$ cat src/hw/rsl_pkg.sv
// Shared constants for the strap latch and reduced-interface receive pins.
// Assumes a 10 MHz pclk and a 32-bit APB register bus.
package rsl_pkg;

  // Register byte offsets
  localparam logic [7:0] RSL_ADDR_CTRL = 8'h00;
  localparam logic [7:0] RSL_ADDR_STATUS = 8'h04;
  localparam logic [7:0] RSL_ADDR_DIBITS = 8'h08;
  localparam logic [7:0] RSL_ADDR_FRAMES = 8'h0c;

  // Control field positions and reset value
  localparam int RSL_CTRL_MODE50_BIT = 0;
  localparam int RSL_CTRL_MDIO_LOW_BIT = 1;
  localparam int RSL_CTRL_RX_EN_BIT = 2;
  localparam int RSL_CTRL_W = 3;
  localparam logic [2:0] RSL_CTRL_RST = 3'h4;

  // Status field positions
  localparam int RSL_ST_ADDR_LSB = 0;
  localparam int RSL_ST_DUPLEX_BIT = 5;
  localparam int RSL_ST_DONE_BIT = 6;
  localparam int RSL_ST_MDIO_BIT = 7;
  localparam int RSL_ST_MDC_BIT = 8;
  localparam int RSL_ST_CRS_BIT = 9;

  // Strap pin order: 0 addr bit0, 1 addr bit1, 2 rx data 1 / addr bit2, 3 rx data 0 / duplex
  localparam int RSL_PIN_ADDR0 = 0;
  localparam int RSL_PIN_ADDR1 = 1;
  localparam int RSL_PIN_RXD1 = 2;
  localparam int RSL_PIN_RXD0 = 3;
  localparam int RSL_NPINS = 4;
  localparam logic [3:0] RSL_PULL_UP = 4'h9;
  localparam logic [1:0] RSL_ADDR_HI_RST = 2'h0;

  // Strap settle time before capture
  localparam int RSL_PCLK_NS = 100;
  localparam int RSL_SETTLE_NS = 300;
  localparam int RSL_SETTLE_CYC = (RSL_SETTLE_NS + RSL_PCLK_NS - 1) / RSL_PCLK_NS;

endpackage

$ cat src/hw/rsl_strap_if.sv
// Carries latched strap values from the latch to the top.
// Assumes both ends sit on pclk.
`timescale 1ns/100ps
interface rsl_strap_if;
  logic [4:0] station_address;
  logic duplex_half;
  logic done;
  modport latch (output station_address, output duplex_half, output done);
  modport user (input station_address, input duplex_half, input done);
endinterface

$ cat src/hw/rsl_sync.sv
// Two-flop synchroniser, one per bit.
// Assumes inputs come from outside the pclk domain.
`timescale 1ns/100ps
module rsl_sync #(
  parameter int W = 1
) (
  input wire logic pclk,
  input wire logic presetn,
  input wire logic [W-1:0] din,
  output logic [W-1:0] dout
);
  logic [W-1:0] meta_ff;

  always_ff @(posedge pclk or negedge presetn) begin
    if (!presetn) begin
      meta_ff <= '0;
      dout <= '0;
    end else begin
      meta_ff <= din;
      dout <= meta_ff;
    end
  end
endmodule

$ cat src/hw/rsl_strap_latch.sv
// Captures strap levels once after reset release.
// Assumes pins arrive already synchronised and pulls are on until done.
`timescale 1ns/100ps
module rsl_strap_latch (
  input wire logic pclk,
  input wire logic presetn,
  input wire logic [3:0] pins_sync,
  rsl_strap_if.latch st
);
  import rsl_pkg::*;

  logic [2:0] settle_ff;
  logic [4:0] addr_ff;
  logic duplex_ff;
  logic done_ff;

  // Wait out the synchroniser so reset-time zeros are never latched
  always_ff @(posedge pclk or negedge presetn) begin
    if (!presetn) begin
      settle_ff <= 3'h0;
    end else if (!done_ff) begin
      settle_ff <= settle_ff + 3'h1;
    end
  end

  always_ff @(posedge pclk or negedge presetn) begin
    if (!presetn) begin
      addr_ff <= {RSL_ADDR_HI_RST, 3'h0};
      duplex_ff <= 1'b0;
      done_ff <= 1'b0;
    end else if (!done_ff && settle_ff == 3'(RSL_SETTLE_CYC)) begin
      addr_ff[0] <= pins_sync[RSL_PIN_ADDR0];
      addr_ff[1] <= pins_sync[RSL_PIN_ADDR1];
      addr_ff[2] <= pins_sync[RSL_PIN_RXD1];
      addr_ff[4:3] <= RSL_ADDR_HI_RST;
      duplex_ff <= pins_sync[RSL_PIN_RXD0];
      done_ff <= 1'b1;
    end
  end

  assign st.station_address = addr_ff;
  assign st.duplex_half = duplex_ff;
  assign st.done = done_ff;
endmodule

$ cat src/hw/rsl_top.sv
// Strap latch and reduced-interface receive pins with an APB register slave.
// Assumes pclk at 10 MHz, pads resolve pin level from _o/_oe, pulls from pull enables.
`timescale 1ns/100ps
module rsl_top (
  input wire logic pclk,
  input wire logic presetn,
  input wire logic [7:0] paddr,
  input wire logic psel,
  input wire logic penable,
  input wire logic pwrite,
  input wire logic [31:0] pwdata,
  output logic [31:0] prdata,
  output logic pready,
  output logic pslverr,
  input wire logic clock_input_pin,
  output logic ref_clk_out,
  input wire logic [rsl_pkg::RSL_NPINS-1:0] strap_pin_i,
  output logic [rsl_pkg::RSL_NPINS-1:0] strap_pin_o,
  output logic [rsl_pkg::RSL_NPINS-1:0] strap_pin_oe,
  output logic [rsl_pkg::RSL_NPINS-1:0] strap_pull_up,
  output logic [rsl_pkg::RSL_NPINS-1:0] strap_pull_dn,
  output logic crs_dv,
  input wire logic mdc_i,
  input wire logic mdio_i,
  output logic mdio_o,
  output logic mdio_oe,
  input wire logic rcv_valid,
  input wire logic [1:0] rcv_dibit,
  output logic rcv_take
);
  import rsl_pkg::*;

  typedef enum logic {RSL_RX_IDLE, RSL_RX_FRAME} rsl_rx_state_t;

  ////////////////////////////////////////////////////////////////////////////
  // Pin synchronisers and strap capture

  logic [6:0] sync_in;
  logic [6:0] sync_out;
  logic [3:0] pins_sync;
  logic ref_lvl;
  logic mdc_lvl;
  logic mdio_lvl;
  logic ref_d_ff;
  logic ref_rise;

  assign sync_in = {mdio_i, mdc_i, clock_input_pin, strap_pin_i};
  assign pins_sync = sync_out[3:0];
  assign ref_lvl = sync_out[4];
  assign mdc_lvl = sync_out[5];
  assign mdio_lvl = sync_out[6];

  rsl_sync #(.W(7)) u_sync (
    .pclk(pclk),
    .presetn(presetn),
    .din(sync_in),
    .dout(sync_out)
  );

  rsl_strap_if st_if ();

  rsl_strap_latch u_latch (
    .pclk(pclk),
    .presetn(presetn),
    .pins_sync(pins_sync),
    .st(st_if)
  );

  // Edge finder reads only the second sync stage
  always_ff @(posedge pclk or negedge presetn) begin
    if (!presetn) begin
      ref_d_ff <= 1'b0;
    end else begin
      ref_d_ff <= ref_lvl;
    end
  end

  assign ref_rise = ref_lvl & ~ref_d_ff;

  ////////////////////////////////////////////////////////////////////////////
  // Register state

  logic [RSL_CTRL_W-1:0] ctrl_ff;
  logic [31:0] dibits_ff;
  logic [31:0] frames_ff;
  logic setup;
  logic access;
  logic wr_en;
  logic addr_ok;
  logic [31:0] nxt_rdata;
  logic mode50;
  logic rx_en;

  assign setup = psel & ~penable;
  assign access = psel & penable & pready;
  assign wr_en = access & pwrite & ~pslverr;
  assign mode50 = ctrl_ff[RSL_CTRL_MODE50_BIT];
  assign rx_en = ctrl_ff[RSL_CTRL_RX_EN_BIT];
  assign addr_ok = (paddr == RSL_ADDR_CTRL) || (paddr == RSL_ADDR_STATUS) ||
                   (paddr == RSL_ADDR_DIBITS) || (paddr == RSL_ADDR_FRAMES);

  always_ff @(posedge pclk or negedge presetn) begin
    if (!presetn) begin
      ctrl_ff <= RSL_CTRL_RST;
    end else if (wr_en && paddr == RSL_ADDR_CTRL) begin
      ctrl_ff <= pwdata[RSL_CTRL_W-1:0];
    end
  end

  ////////////////////////////////////////////////////////////////////////////
  // APB slave: one wait-free access phase, data registered at setup

  always_comb begin
    nxt_rdata = 32'h0;
    case (paddr)
      RSL_ADDR_CTRL: begin
        nxt_rdata[RSL_CTRL_W-1:0] = ctrl_ff;
      end
      RSL_ADDR_STATUS: begin
        nxt_rdata[RSL_ST_ADDR_LSB +: 5] = st_if.station_address;
        nxt_rdata[RSL_ST_DUPLEX_BIT] = st_if.duplex_half;
        nxt_rdata[RSL_ST_DONE_BIT] = st_if.done;
        nxt_rdata[RSL_ST_MDIO_BIT] = mdio_lvl;
        nxt_rdata[RSL_ST_MDC_BIT] = mdc_lvl;
        nxt_rdata[RSL_ST_CRS_BIT] = crs_dv;
      end
      RSL_ADDR_DIBITS: begin
        nxt_rdata = dibits_ff;
      end
      RSL_ADDR_FRAMES: begin
        nxt_rdata = frames_ff;
      end
      default: begin
        nxt_rdata = 32'h0;
      end
    endcase
  end

  always_ff @(posedge pclk or negedge presetn) begin
    if (!presetn) begin
      pready <= 1'b0;
      pslverr <= 1'b0;
      prdata <= 32'h0;
    end else if (setup) begin
      pready <= 1'b1;
      pslverr <= ~addr_ok;
      prdata <= pwrite ? 32'h0 : nxt_rdata;
    end else begin
      pready <= 1'b0;
      pslverr <= 1'b0;
      prdata <= 32'h0;
    end
  end

  ////////////////////////////////////////////////////////////////////////////
  // Receive path toward the MAC

  rsl_rx_state_t rx_state_ff;
  logic [1:0] rxd_ff;
  logic rx_tick;

  // Nothing is sent until straps are in and pins turned around
  assign rx_tick = ref_rise & st_if.done;

  always_ff @(posedge pclk or negedge presetn) begin
    if (!presetn) begin
      rx_state_ff <= RSL_RX_IDLE;
      rxd_ff <= 2'h0;
      crs_dv <= 1'b0;
      rcv_take <= 1'b0;
    end else begin
      rcv_take <= 1'b0;
      if (rx_tick) begin
        case (rx_state_ff)
          RSL_RX_IDLE: begin
            if (rx_en && rcv_valid) begin
              rxd_ff <= rcv_dibit;
              crs_dv <= 1'b1;
              rcv_take <= 1'b1;
              rx_state_ff <= RSL_RX_FRAME;
            end
          end
          RSL_RX_FRAME: begin
            if (rx_en && rcv_valid) begin
              rxd_ff <= rcv_dibit;
              rcv_take <= 1'b1;
            end else begin
              // Frame ends on the first period with no data ready
              rxd_ff <= 2'h0;
              crs_dv <= 1'b0;
              rx_state_ff <= RSL_RX_IDLE;
            end
          end
          default: begin
            rx_state_ff <= RSL_RX_IDLE;
          end
        endcase
      end
    end
  end

  // Counters clear on any write to their own offset
  always_ff @(posedge pclk or negedge presetn) begin
    if (!presetn) begin
      dibits_ff <= 32'h0;
    end else if (wr_en && paddr == RSL_ADDR_DIBITS) begin
      dibits_ff <= 32'h0;
    end else if (rx_tick && rx_en && rcv_valid) begin
      dibits_ff <= dibits_ff + 32'h1;
    end
  end

  always_ff @(posedge pclk or negedge presetn) begin
    if (!presetn) begin
      frames_ff <= 32'h0;
    end else if (wr_en && paddr == RSL_ADDR_FRAMES) begin
      frames_ff <= 32'h0;
    end else if (rx_tick && rx_en && rcv_valid && rx_state_ff == RSL_RX_IDLE) begin
      frames_ff <= frames_ff + 32'h1;
    end
  end

  ////////////////////////////////////////////////////////////////////////////
  // Shared pin direction, pulls and data

  always_ff @(posedge pclk or negedge presetn) begin
    if (!presetn) begin
      strap_pin_oe <= 4'h0;
      strap_pull_up <= RSL_PULL_UP;
      strap_pull_dn <= ~RSL_PULL_UP;
    end else begin
      // Pulls drop in the same edge drivers turn on; never both active
      strap_pin_oe <= {RSL_NPINS{st_if.done}};
      strap_pull_up <= st_if.done ? 4'h0 : RSL_PULL_UP;
      strap_pull_dn <= st_if.done ? 4'h0 : ~RSL_PULL_UP;
    end
  end

  always_ff @(posedge pclk or negedge presetn) begin
    if (!presetn) begin
      strap_pin_o <= 4'h0;
    end else begin
      strap_pin_o[RSL_PIN_ADDR0] <= 1'b0;
      strap_pin_o[RSL_PIN_ADDR1] <= 1'b0;
      strap_pin_o[RSL_PIN_RXD1] <= rxd_ff[1];
      strap_pin_o[RSL_PIN_RXD0] <= rxd_ff[0];
    end
  end

  ////////////////////////////////////////////////////////////////////////////
  // Reference clock out and management data pin

  always_ff @(posedge pclk or negedge presetn) begin
    if (!presetn) begin
      ref_clk_out <= 1'b0;
    end else begin
      ref_clk_out <= mode50 ? 1'b0 : ref_lvl;
    end
  end

  always_ff @(posedge pclk or negedge presetn) begin
    if (!presetn) begin
      mdio_o <= 1'b0;
      mdio_oe <= 1'b0;
    end else begin
      mdio_o <= 1'b0;
      mdio_oe <= ctrl_ff[RSL_CTRL_MDIO_LOW_BIT];
    end
  end

endmodule

$ cat config.mk
export PLATFORM = sky130hd
export DESIGN_NAME = rsl_top
export DESIGN_NICKNAME = d
export VERILOG_FILES = /design/src/hw/rsl_pkg.sv /design/src/hw/rsl_strap_if.sv /design/src/hw/rsl_sync.sv /design/src/hw/rsl_strap_latch.sv /design/src/hw/rsl_top.sv
export SDC_FILE = /design/constraint.sdc
export NUM_CORES = 1
export LEC_CHECK = 0
export BUFFER_PORTS_ARGS = -buffer_cell sky130_fd_sc_hd__buf_2
export CAP_MARGIN = 20
export CORE_MARGIN = 4
export CORE_UTILIZATION = 60
export CTS_CLUSTER_DIAMETER = 50
export DETAILED_ROUTE_END_ITERATION = 10
export PLACE_DENSITY = 0.85
export SKIP_CTS_REPAIR_TIMING = 1
export SYNTH_ARGS = -nofsm -noshare
export SYNTH_HDL_FRONTEND = slang
export SYNTH_SLANG_ARGS = --single-unit
$ cat constraint.sdc
create_clock -name pclk -period 3.4 [get_ports pclk]
set_clock_uncertainty 0.05 [all_clocks]
set_input_delay 0.34 -clock pclk [delete_from_list [all_inputs] [get_ports pclk]]
set_output_delay 0.34 -clock pclk [all_outputs]
set_load 0.05 [all_outputs]
== Word level (Yosys, flattened, before mapping) ==
Index checks and enable logic that the tools add are counted.

* Logic and storage cells: 83
* Output and inout port bits: 55
* Input bits: 55
* Flip-flop bits (word level): 141

* Muxes and demuxes: 22
* Add/sub/neg operators: 3
* Equality and inequality tests: 6
* Bitwise gates (word level): 12
* Reduce and logical (&&, ||, !) cells: 17

{| class="wikitable"
|+ Operator list
! cell !! count
|-
| 32-bit 2-to-1 mux || 6
|-
| 32-bit by 1-bit adder with 32-bit output (second input constant) || 2
|-
| 22-bit one-hot mux with 2 select lines || 1
|-
| 7-bit one-hot mux with 3 select lines || 1
|-
| 8-bit by 4-bit == test with 1-bit output (second input constant) || 2
|-
| 3-bit one-hot mux with 4 select lines || 1
|-
| 8-bit by 3-bit == test with 1-bit output (second input constant) || 1
|-
| 1-bit logical AND || 8
|-
| 8-bit zero test || 1
|-
| 1-bit bitwise AND || 7
|-
| 1-bit 2-to-1 mux || 7
|-
| 1-bit NOT || 5
|-
| 2-bit 2-to-1 mux || 2
|-
| 4-bit 2-to-1 mux || 1
|-
| 2-bit != test (second input constant) || 2
|-
| 2-bit one-hot mux with 2 select lines || 1
|-
| 2-bit nonzero test || 2
|-
| 3-bit by 1-bit adder with 3-bit output (second input constant) || 1
|-
| 3-bit by 2-bit == test with 1-bit output (second input constant) || 1
|-
| 1-bit logical OR || 3
|-
| 3-bit 2-to-1 mux || 1
|-
| 3-bit AND reduction || 1
|-
| 1-bit one-hot mux with 2 select lines || 1
|-
| 2-bit AND reduction || 1
|-
| 1-bit zero test || 1
|}

== Logic depth before layout (Yosys ltp) ==
Gate-level depths: netlist of the first run.

* Word-level depth: 8
* Depth in mapped cells: 8
* Mapped depth without buffers: 6

== Modules after synthesis ==
From an unflattened synthesis of the first run, not the netlist that was laid out.

* Cell total of the unflattened synthesis: 604
* Area total of the unflattened synthesis: 6,333.6 um2

{| class="wikitable"
|+ By module, submodules not included
! module !! area an instance (um2) !! instances !! cells each
|-
| rsl_top || 5,626.6 || 1 || 566
|-
| rsl_strap_latch || 356.6 || 1 || 24
|-
| rsl_sync || 350.3 || 1 || 14
|}

== Worst setup path after synthesis of the first run ==
No wires, ideal clock.

* Path kind: register -> register
* Start: register ctrl_ff[2]
* End: register frames_ff[28]
* Arrival: 2.015 ns
* Setup time: 0.132 ns
* Stages on the path, launching flop included: 9
* Path slack: 1.203 ns
* Path buffers: 2
* Cells stage by stage: dfstp_2 -> and2_1 -> inv_2 -> or4_1 -> clkbuf_1 -> buf_2 -> nor4_2 -> xnor2_1 -> nor2_1

* Longest elaborated chain between the ends: 4

{| class="wikitable"
|+ Ends and longest elaborated chain
! what !! line !! RTL
|-
| start, declared || rsl_top.sv:83 || <nowiki>logic [RSL_CTRL_W-1:0] ctrl_ff;</nowiki>
|-
| start signal, assigned || rsl_top.sv:106 || <nowiki>ctrl_ff <= pwdata[RSL_CTRL_W-1:0];</nowiki>
|-
| 1-bit logical AND (3 in series) || rsl_top.sv:218 || <nowiki>end else if (rx_tick && rx_en && rcv_valid && rx_state_ff == RSL_RX_IDLE) begin</nowiki>
|-
| 2-bit nonzero test (no source line) || n/a ||
|-
| end signal, assigned || rsl_top.sv:219 || <nowiki>frames_ff <= frames_ff + 32'h1;</nowiki>
|-
| end, declared || rsl_top.sv:85 || <nowiki>logic [31:0] frames_ff;</nowiki>
|}

Every way passes these cells.
A chain may end at the register's enable or synchronous reset.

== Worst setup path after layout of the first run ==
* Start: register ctrl_ff[2]
* End: register frames_ff[22]

Same word-level chain as after synthesis.

==> impl_metrics.tcl, run 1 <==
set metrics [dict create \
    netlist_area_um2 6142 \
    dieHeight_um 109.2 \
    finalSetupViolations 0 \
    core.rowCount 36 \
    p_leak_uw 0.003204 \
    port_buffers 73 \
    grt_util_met3_pct 6.098 \
    wl_per_cell_um 18.88 \
    critPathBufInv 1 \
    overflow 0 \
    synth_seq_area_share_pct 55.04 \
    cp.arrival_ns 3.07 \
    grt_max_degree 56 \
    crit_family "simple AND/OR/NAND/NOR gates" \
    cp_slowest_cell "or4_1" \
    maxSlewViolCount 0 \
    synth-edff-count 0 \
    relSlewSlack_pct 39.27 \
    cp_data_required_time_ns 3.75 \
    top_usage_layer "met2" \
    finalCriticalPeriod_ns 2.722 \
    power_frac_comb_pct 3.4 \
    die_x_um 109.2 \
    seq_power_share_pct 45.9 \
    grtUsageTotal_pct 26.24 \
    hpwl_um 9381 \
    antenna_found_initial 0 \
    grt_pass1_vias 4859 \
    outcome "finished, violations left" \
    setup_ws_ns 0.6779 \
    routed_wl_um 14840 \
    worstSkewPairLatency_ns 0.52 \
    worst_pin_slew_ns 0.9110 \
    cts_tree "built" \
    grtUsageMet2_pct 43.60 \
    syn_area_per_cell_um2 10.76 \
    switching_share_pct 23.35 \
    ys_warn_count 0 \
    htree_levels 4 \
    antenna_cells 0 \
    path_cells "and2_1 > inv_2 > or4_1 > nor4_1 > xnor2_1 > nor2_1" \
    coreArea_um2 9864 \
    clkSlewWorstSetupHoldPaths_ns 0.07 \
    crit_path_end_kind "register" \
    hold_viol_final 1 \
    netlist_instances 571 \
    viasPerCell 6.159 \
    synth_commonest_cells "dfrtp_1, nor2_1, xnor2_1" \
    synth_top_area_share_pct 54.19 \
    r2r_setup_slack_ns 0.68 \
    rsz0062_at_grt "false" \
    powerDensity_nw_per_um2 493.1 \
    die_area_um2 11920 \
    preCtsSetupSlack_ns 0.7425 \
    netlist_top_cells_area "dfrtp_1, xnor2_1, nor2_1, a22oi_1, mux2_2" \
    finalPower_uw 3552 \
    use_met1_pct 33.32 \
    clockBufferDepth 2 \
    drc 0 \
    initial_utilization_pct 62.27 \
    fmaxAchievable_mhz 367.4 \
    netSwitchingPower_uw 829.4 \
    ioPinCount 110 \
    grt_pass1_wl_um 23890 \
    yosys.area.top_type "dfrtp_1" \
    area_growth_pct 17.25 \
    tns_ns 0 \
    hold_slack_ns -0.0005727 \
    p_clk_share_pct 50.6 \
    hold_path.class "input port to register" \
    drt_iter0_drc 488 \
    async_reset_ff_share_pct 100.0 \
    synth_top_flop_cell "dfrtp_1" \
    layout-drive-gt1-share_pct 21.59 \
    cellInternalPower_uw 2722 \
    peakVddDrop_mv 0.4151 \
    num_vias 4841 \
    ys_ff_latch 135 \
    cts_inserted_buffers 17 \
    first_pass_iters 5 \
    synth_cell_types 54 \
    max_cap_violations 0 \
    gp_congestion 0.8091 \
    antenna_left 0 \
    failed_checks "negative hold slack" \
    crit_path_start_kind "register" \
    yosysMostFrequentCell "dfrtp_1" \
    post-route-period-util_pct 80.06 \
    cts_root_buf "clkbuf_8" \
    cts_sinks 135 \
    worstSetupPathType "register to register" \
    slowest_delay_ns 0.86 \
    final_nets 700 \
    crit_fanout 15 \
]
[power groups by stage]
stage | Combinational [uW] | Sequential, uW | Clock (uW)
after floorplan | 49.2 | 1670 | 0
after global placement | 112 | 1660 | 0
after detailed placement | 115 | 1660 | 0
after CTS | 115 | 1630 | 1810
after global routing | 134 | 1630 | 1880
final | 122 | 1630 | 1800
[through the flow]
stage | area [um^2] | hold WS (ns) | instances | utilization, %
after floorplan | 6165 | -0.005591 | 577 | -
after global placement | 6530 | 0.2820 | 745 | 66.20
after detailed placement | 6530 | 0.2855 | 745 | 66.20
after CTS | 7112 | -0.1926 | 777 | 72.10
after global routing | 7202 | 0.0001464 | 786 | 73.01
final | 7202 | -0.0005727 | 786 | 73.01
[worst min-delay path: cells and delay by family]
family                 cells  cell delay (ns)
AND/OR/NAND/NOR            2             0.12
buffers and inverters      1             0.08
[path summary, 6_finish.rpt]
kind,endpoint,from,depth (start not counted)
min in group asynchronous,frames_ff[9],presetn,2
min,rxd_ff[1],rcv_dibit[1],3
max in group asynchronous,ctrl_ff[2],presetn,3
max,frames_ff[22],ctrl_ff[2],6
min reg2reg,u_sync.dout[6],u_sync.meta_ff[6],0
max reg2reg,frames_ff[22],ctrl_ff[2],6
[final cells by class]
type | instances | area (um^2)
sequential | 135 | 3381
fill | 613 | 2663
multi-input combinational | 384 | 2501
timing repair buffer | 89 | 523.0
clock buffer | 18 | 417.9
tap | 133 | 166.4
clock inverter | 14 | 163.9
inverter | 13 | 48.80
[kinds of logic (layout without fill, tap and decap cells)]
kind of cell,Yosys count,in the layout,synth area share [%]
AO/OA/AOI/OAI,66,66,7.639
XOR/XNOR,51,51,7.272
adder cells (fa/ha/maj),5,5,1.019
buffers and inverters,58,134,4.604
flip-flops,135,135,55.04
multiplexers,19,19,3.972
other,1,7,0.06105
AND/OR/NAND/NOR,236,236,20.39
[layer usage]
layer | wire, um | up-vias | part of all wire (%)
li1 | - | 2139 | -
met2 | 7471 | 244 | 50
met4 | 456 | 0 | 3.1
met1 | 5782 | 2410 | 39
met3 | 1132 | 48 | 7.6
met5 | 0 | - | 0
[sequential cells by signal, summed over array words and instances, names as in the netlist]
name and flops:
crs_dv 1, ctrl_ff 3, dibits_ff 32, frames_ff 32, mdio_oe 1, prdata 32, pready 1, pslverr 1
rcv_take 1, ref_clk_out 1, ref_d_ff 1, rx_state_ff 1, rxd_ff 2, strap_pin_o 2, strap_pin_oe 1, strap_pull_up 1
u_latch.settle_ff 3, u_latch.st.done 1, u_latch.st.duplex_half 1, u_latch.st.station_address 3, u_sync.dout 7, u_sync.meta_ff 7
[cell usage in the layout, fill, tap and decap left out, types with 3 or more instances in the layout]
master and count:
a2111oi_0 5, a21oi_1 13, a22oi_1 27, and3_1 7, and4_1 8, buf_2 72, buf_4 7, clkbuf_16 16
clkinv_4 3, clkinvlp_4 3, conb_1 7, dfrtp_1 133, dlygate4sd3_1 9, ha_1 5, inv_1 12, inv_6 5
mux2_2 13, mux2i_1 3, mux4_2 3, nand2_1 28, nand3_1 21, nand4_1 14, nor2_1 82, nor2b_1 8
nor3_1 12, nor3b_1 3, nor4_1 18, o21ai_0 9, o31ai_1 7, or3_1 6, or4_1 8, xnor2_1 41
xor2_1 10
(Power assumes the default switching activity.)
==> run 2: changes to the inputs <==
Settings changed: CORE_UTILIZATION 60 to 50, PLACE_DENSITY 0.85 to 0.76.
Clock period 3.4 ns to 2.3 ns, I/O delays scaled along.
==> run 2 against run 1 <==
Against the previous run:
- the flow still finishes with violations (negative hold slack)
- non-clock buffer count rose by 31
- die area rose by 18%
- register-to-register slack got worse by 0.57 ns
- core utilization fell by 10 points
- first-iteration DRC count fell by 19%
- sequential cell count did not move
- largest cell class unchanged
- largest power group unchanged
- highest routed layer unchanged
==> impl_metrics.tcl, run 2 (synthesis gave the netlist of run 1 again) <==
set metrics [dict create \
    clkSlewWorstSetupHoldPaths_ns 0.06 \
    failed_checks "negative hold slack" \
    finalCriticalPeriod_ns 2.190 \
    core.rowCount 40 \
    regArea_um2 3381 \
    drt_iter0_drc 393 \
    relSlewSlack_pct 58.52 \
    cts_sinks 135 \
    hold_viol_final 2 \
    dieHeight_um 118.8 \
    p_leak_uw 0.003423 \
    hpwl_um 10090 \
    htree_levels 4 \
    worstSkewPairLatency_ns 0.43 \
    port_buffers 73 \
    cp_data_required_time_ns 2.55 \
    routed_wl_um 14660 \
    max_cap_violations 0 \
    preCtsSetupSlack_ns 0.007523 \
    grt_max_degree 48 \
    cts_inserted_buffers 17 \
    crit_path_end_kind "register" \
    switching_share_pct 22.16 \
    coreArea_um2 12010 \
    setup_ws_ns 0.1104 \
    antenna_cells 0 \
    final_nets 731 \
    critPathBufInv 2 \
    cp.arrival_ns 2.44 \
    p_clk_share_pct 51.7 \
    crit_family "simple AND/OR/NAND/NOR gates" \
    antenna_found_initial 0 \
    layout-drive-gt1-share_pct 25.88 \
    grt_pass1_wl_um 24610 \
    post-route-period-util_pct 95.20 \
    drc 0 \
    rsz0062_at_grt "false" \
    gp_congestion 0.8265 \
    cp_slowest_cell "dfstp_2" \
    cts_root_buf "clkbuf_16" \
    viasPerCell 5.764 \
    cellInternalPower_uw 4203 \
    crit_fanout 15 \
    finalSetupViolations 0 \
    powerDensity_nw_per_um2 713.3 \
    grt_pass1_vias 4907 \
    clockBufferDepth 2 \
    wl_per_cell_um 17.64 \
    die_x_um 118.8 \
    hold_slack_ns -0.02360 \
    reg_top3 "dibits_ff: 32 flops, frames_ff: 32 flops, prdata: 32 flops" \
    peakVddDrop_mv 0.5839 \
    slowest_delay_ns 0.54 \
    ioPinCount 110 \
    crit_path_start_kind "register" \
    initial_utilization_pct 51.14 \
    finalPower_uw 5399 \
    area_growth_pct 23.24 \
    num_vias 4790 \
    layout_common_cells "dfrtp_1, nor2_1, buf_2" \
    netSwitchingPower_uw 1196 \
    hold_path.class "input port to register" \
    worst_pin_slew_ns 0.6222 \
    first_pass_iters 5 \
    worstSetupPathType "register to register" \
    final_common_cell "dfrtp_1" \
    power_frac_comb_pct 3.6 \
    overflow 0 \
    path_cells "and2_1 > inv_2 > or4_1 > buf_4 > nor4_4 > xnor2_1 > nor2_1" \
    maxSlewViolCount 0 \
    grtUsageTotal_pct 21.87 \
    seq_power_share_pct 44.7 \
    antenna_left 0 \
    multi_input_area_um2 2546 \
    fillerInstances 931 \
    cts_tree "built" \
    outcome "finished, violations left" \
    die_area_um2 14120 \
    fmaxAchievable_mhz 456.7 \
]
run 2: cell types whose count changed in the layout (fill, tap and decap cells not counted), sizes merged:
cell,before,now
inv,19,15
bufinv,2,3
clkinv,3,6
dlygate4sd3,9,10
buf,80,110
run 2: cell type report:
type / count / area share (%)
Clock buffer: 18 / 5.802
Tap cell: 147 / 2.430
Clock inverter: 14 / 2.314
Inverter: 13 / 0.6446
Multi-Input combinational cell: 384 / 33.64
Timing Repair Buffer: 120 / 10.51
Sequential cell: 135 / 44.66
run 2: worst paths after layout:
check,endpoint,slack (ns),startpoint,cells after the start
setup / recovery,frames_ff[30],0.11,ctrl_ff[2],7
hold / removal,rxd_ff[1],-0.02,rcv_dibit[1],3
setup reg to reg,frames_ff[30],0.11,ctrl_ff[2],7
hold reg to reg,u_sync.dout[6],0.30,u_sync.meta_ff[6],0
max in group asynchronous,ctrl_ff[2],1.19,presetn,3
min in group asynchronous,frames_ff[29],0.31,presetn,2
run 2: power by group through the flow:
| stage | Clock, uW | Sequential (uW) | Combinational, uW |
|---|---|---|---|
| 6_report | 2790 | 2410 | 195 |
| 5_1_grt | 2940 | 2410 | 217 |
| 4_1_cts | 2820 | 2410 | 184 |
| 3_5_place_dp | 0 | 2450 | 183 |
| 3_3_place_gp | 0 | 2450 | 177 |
| 2_1_floorplan | 0 | 2470 | 72.7 |
run 2: routing by layer:
metal,up-vias,global-route usage (%),routed length [um]
li1,2194,-,-
met1,2428,29.35,6354
met2,144,34.71,7224
met3,24,5.366,815
met4,0,8.038,260
met5,-,0,0
run 2: stage by stage:
step	instance area [um^2]	utilization, %	std cells	TNS [ns]	hold slack, ns
final	7570	63.02	831	0	-0.02360
after detailed placement	6810	56.70	789	0	0.2339
after floorplan	6165	-	577	0	-0.1156
after global routing	7570	63.02	831	0	0.007916
after global placement	6810	56.70	789	0	0.2134
after CTS	7425	61.81	821	-0.03681	-0.2195
run 2: worst min-delay path: stages:
cell and delay, ns:
buf_2 0.07, nand3_1 0.05, nand2_1 0.06
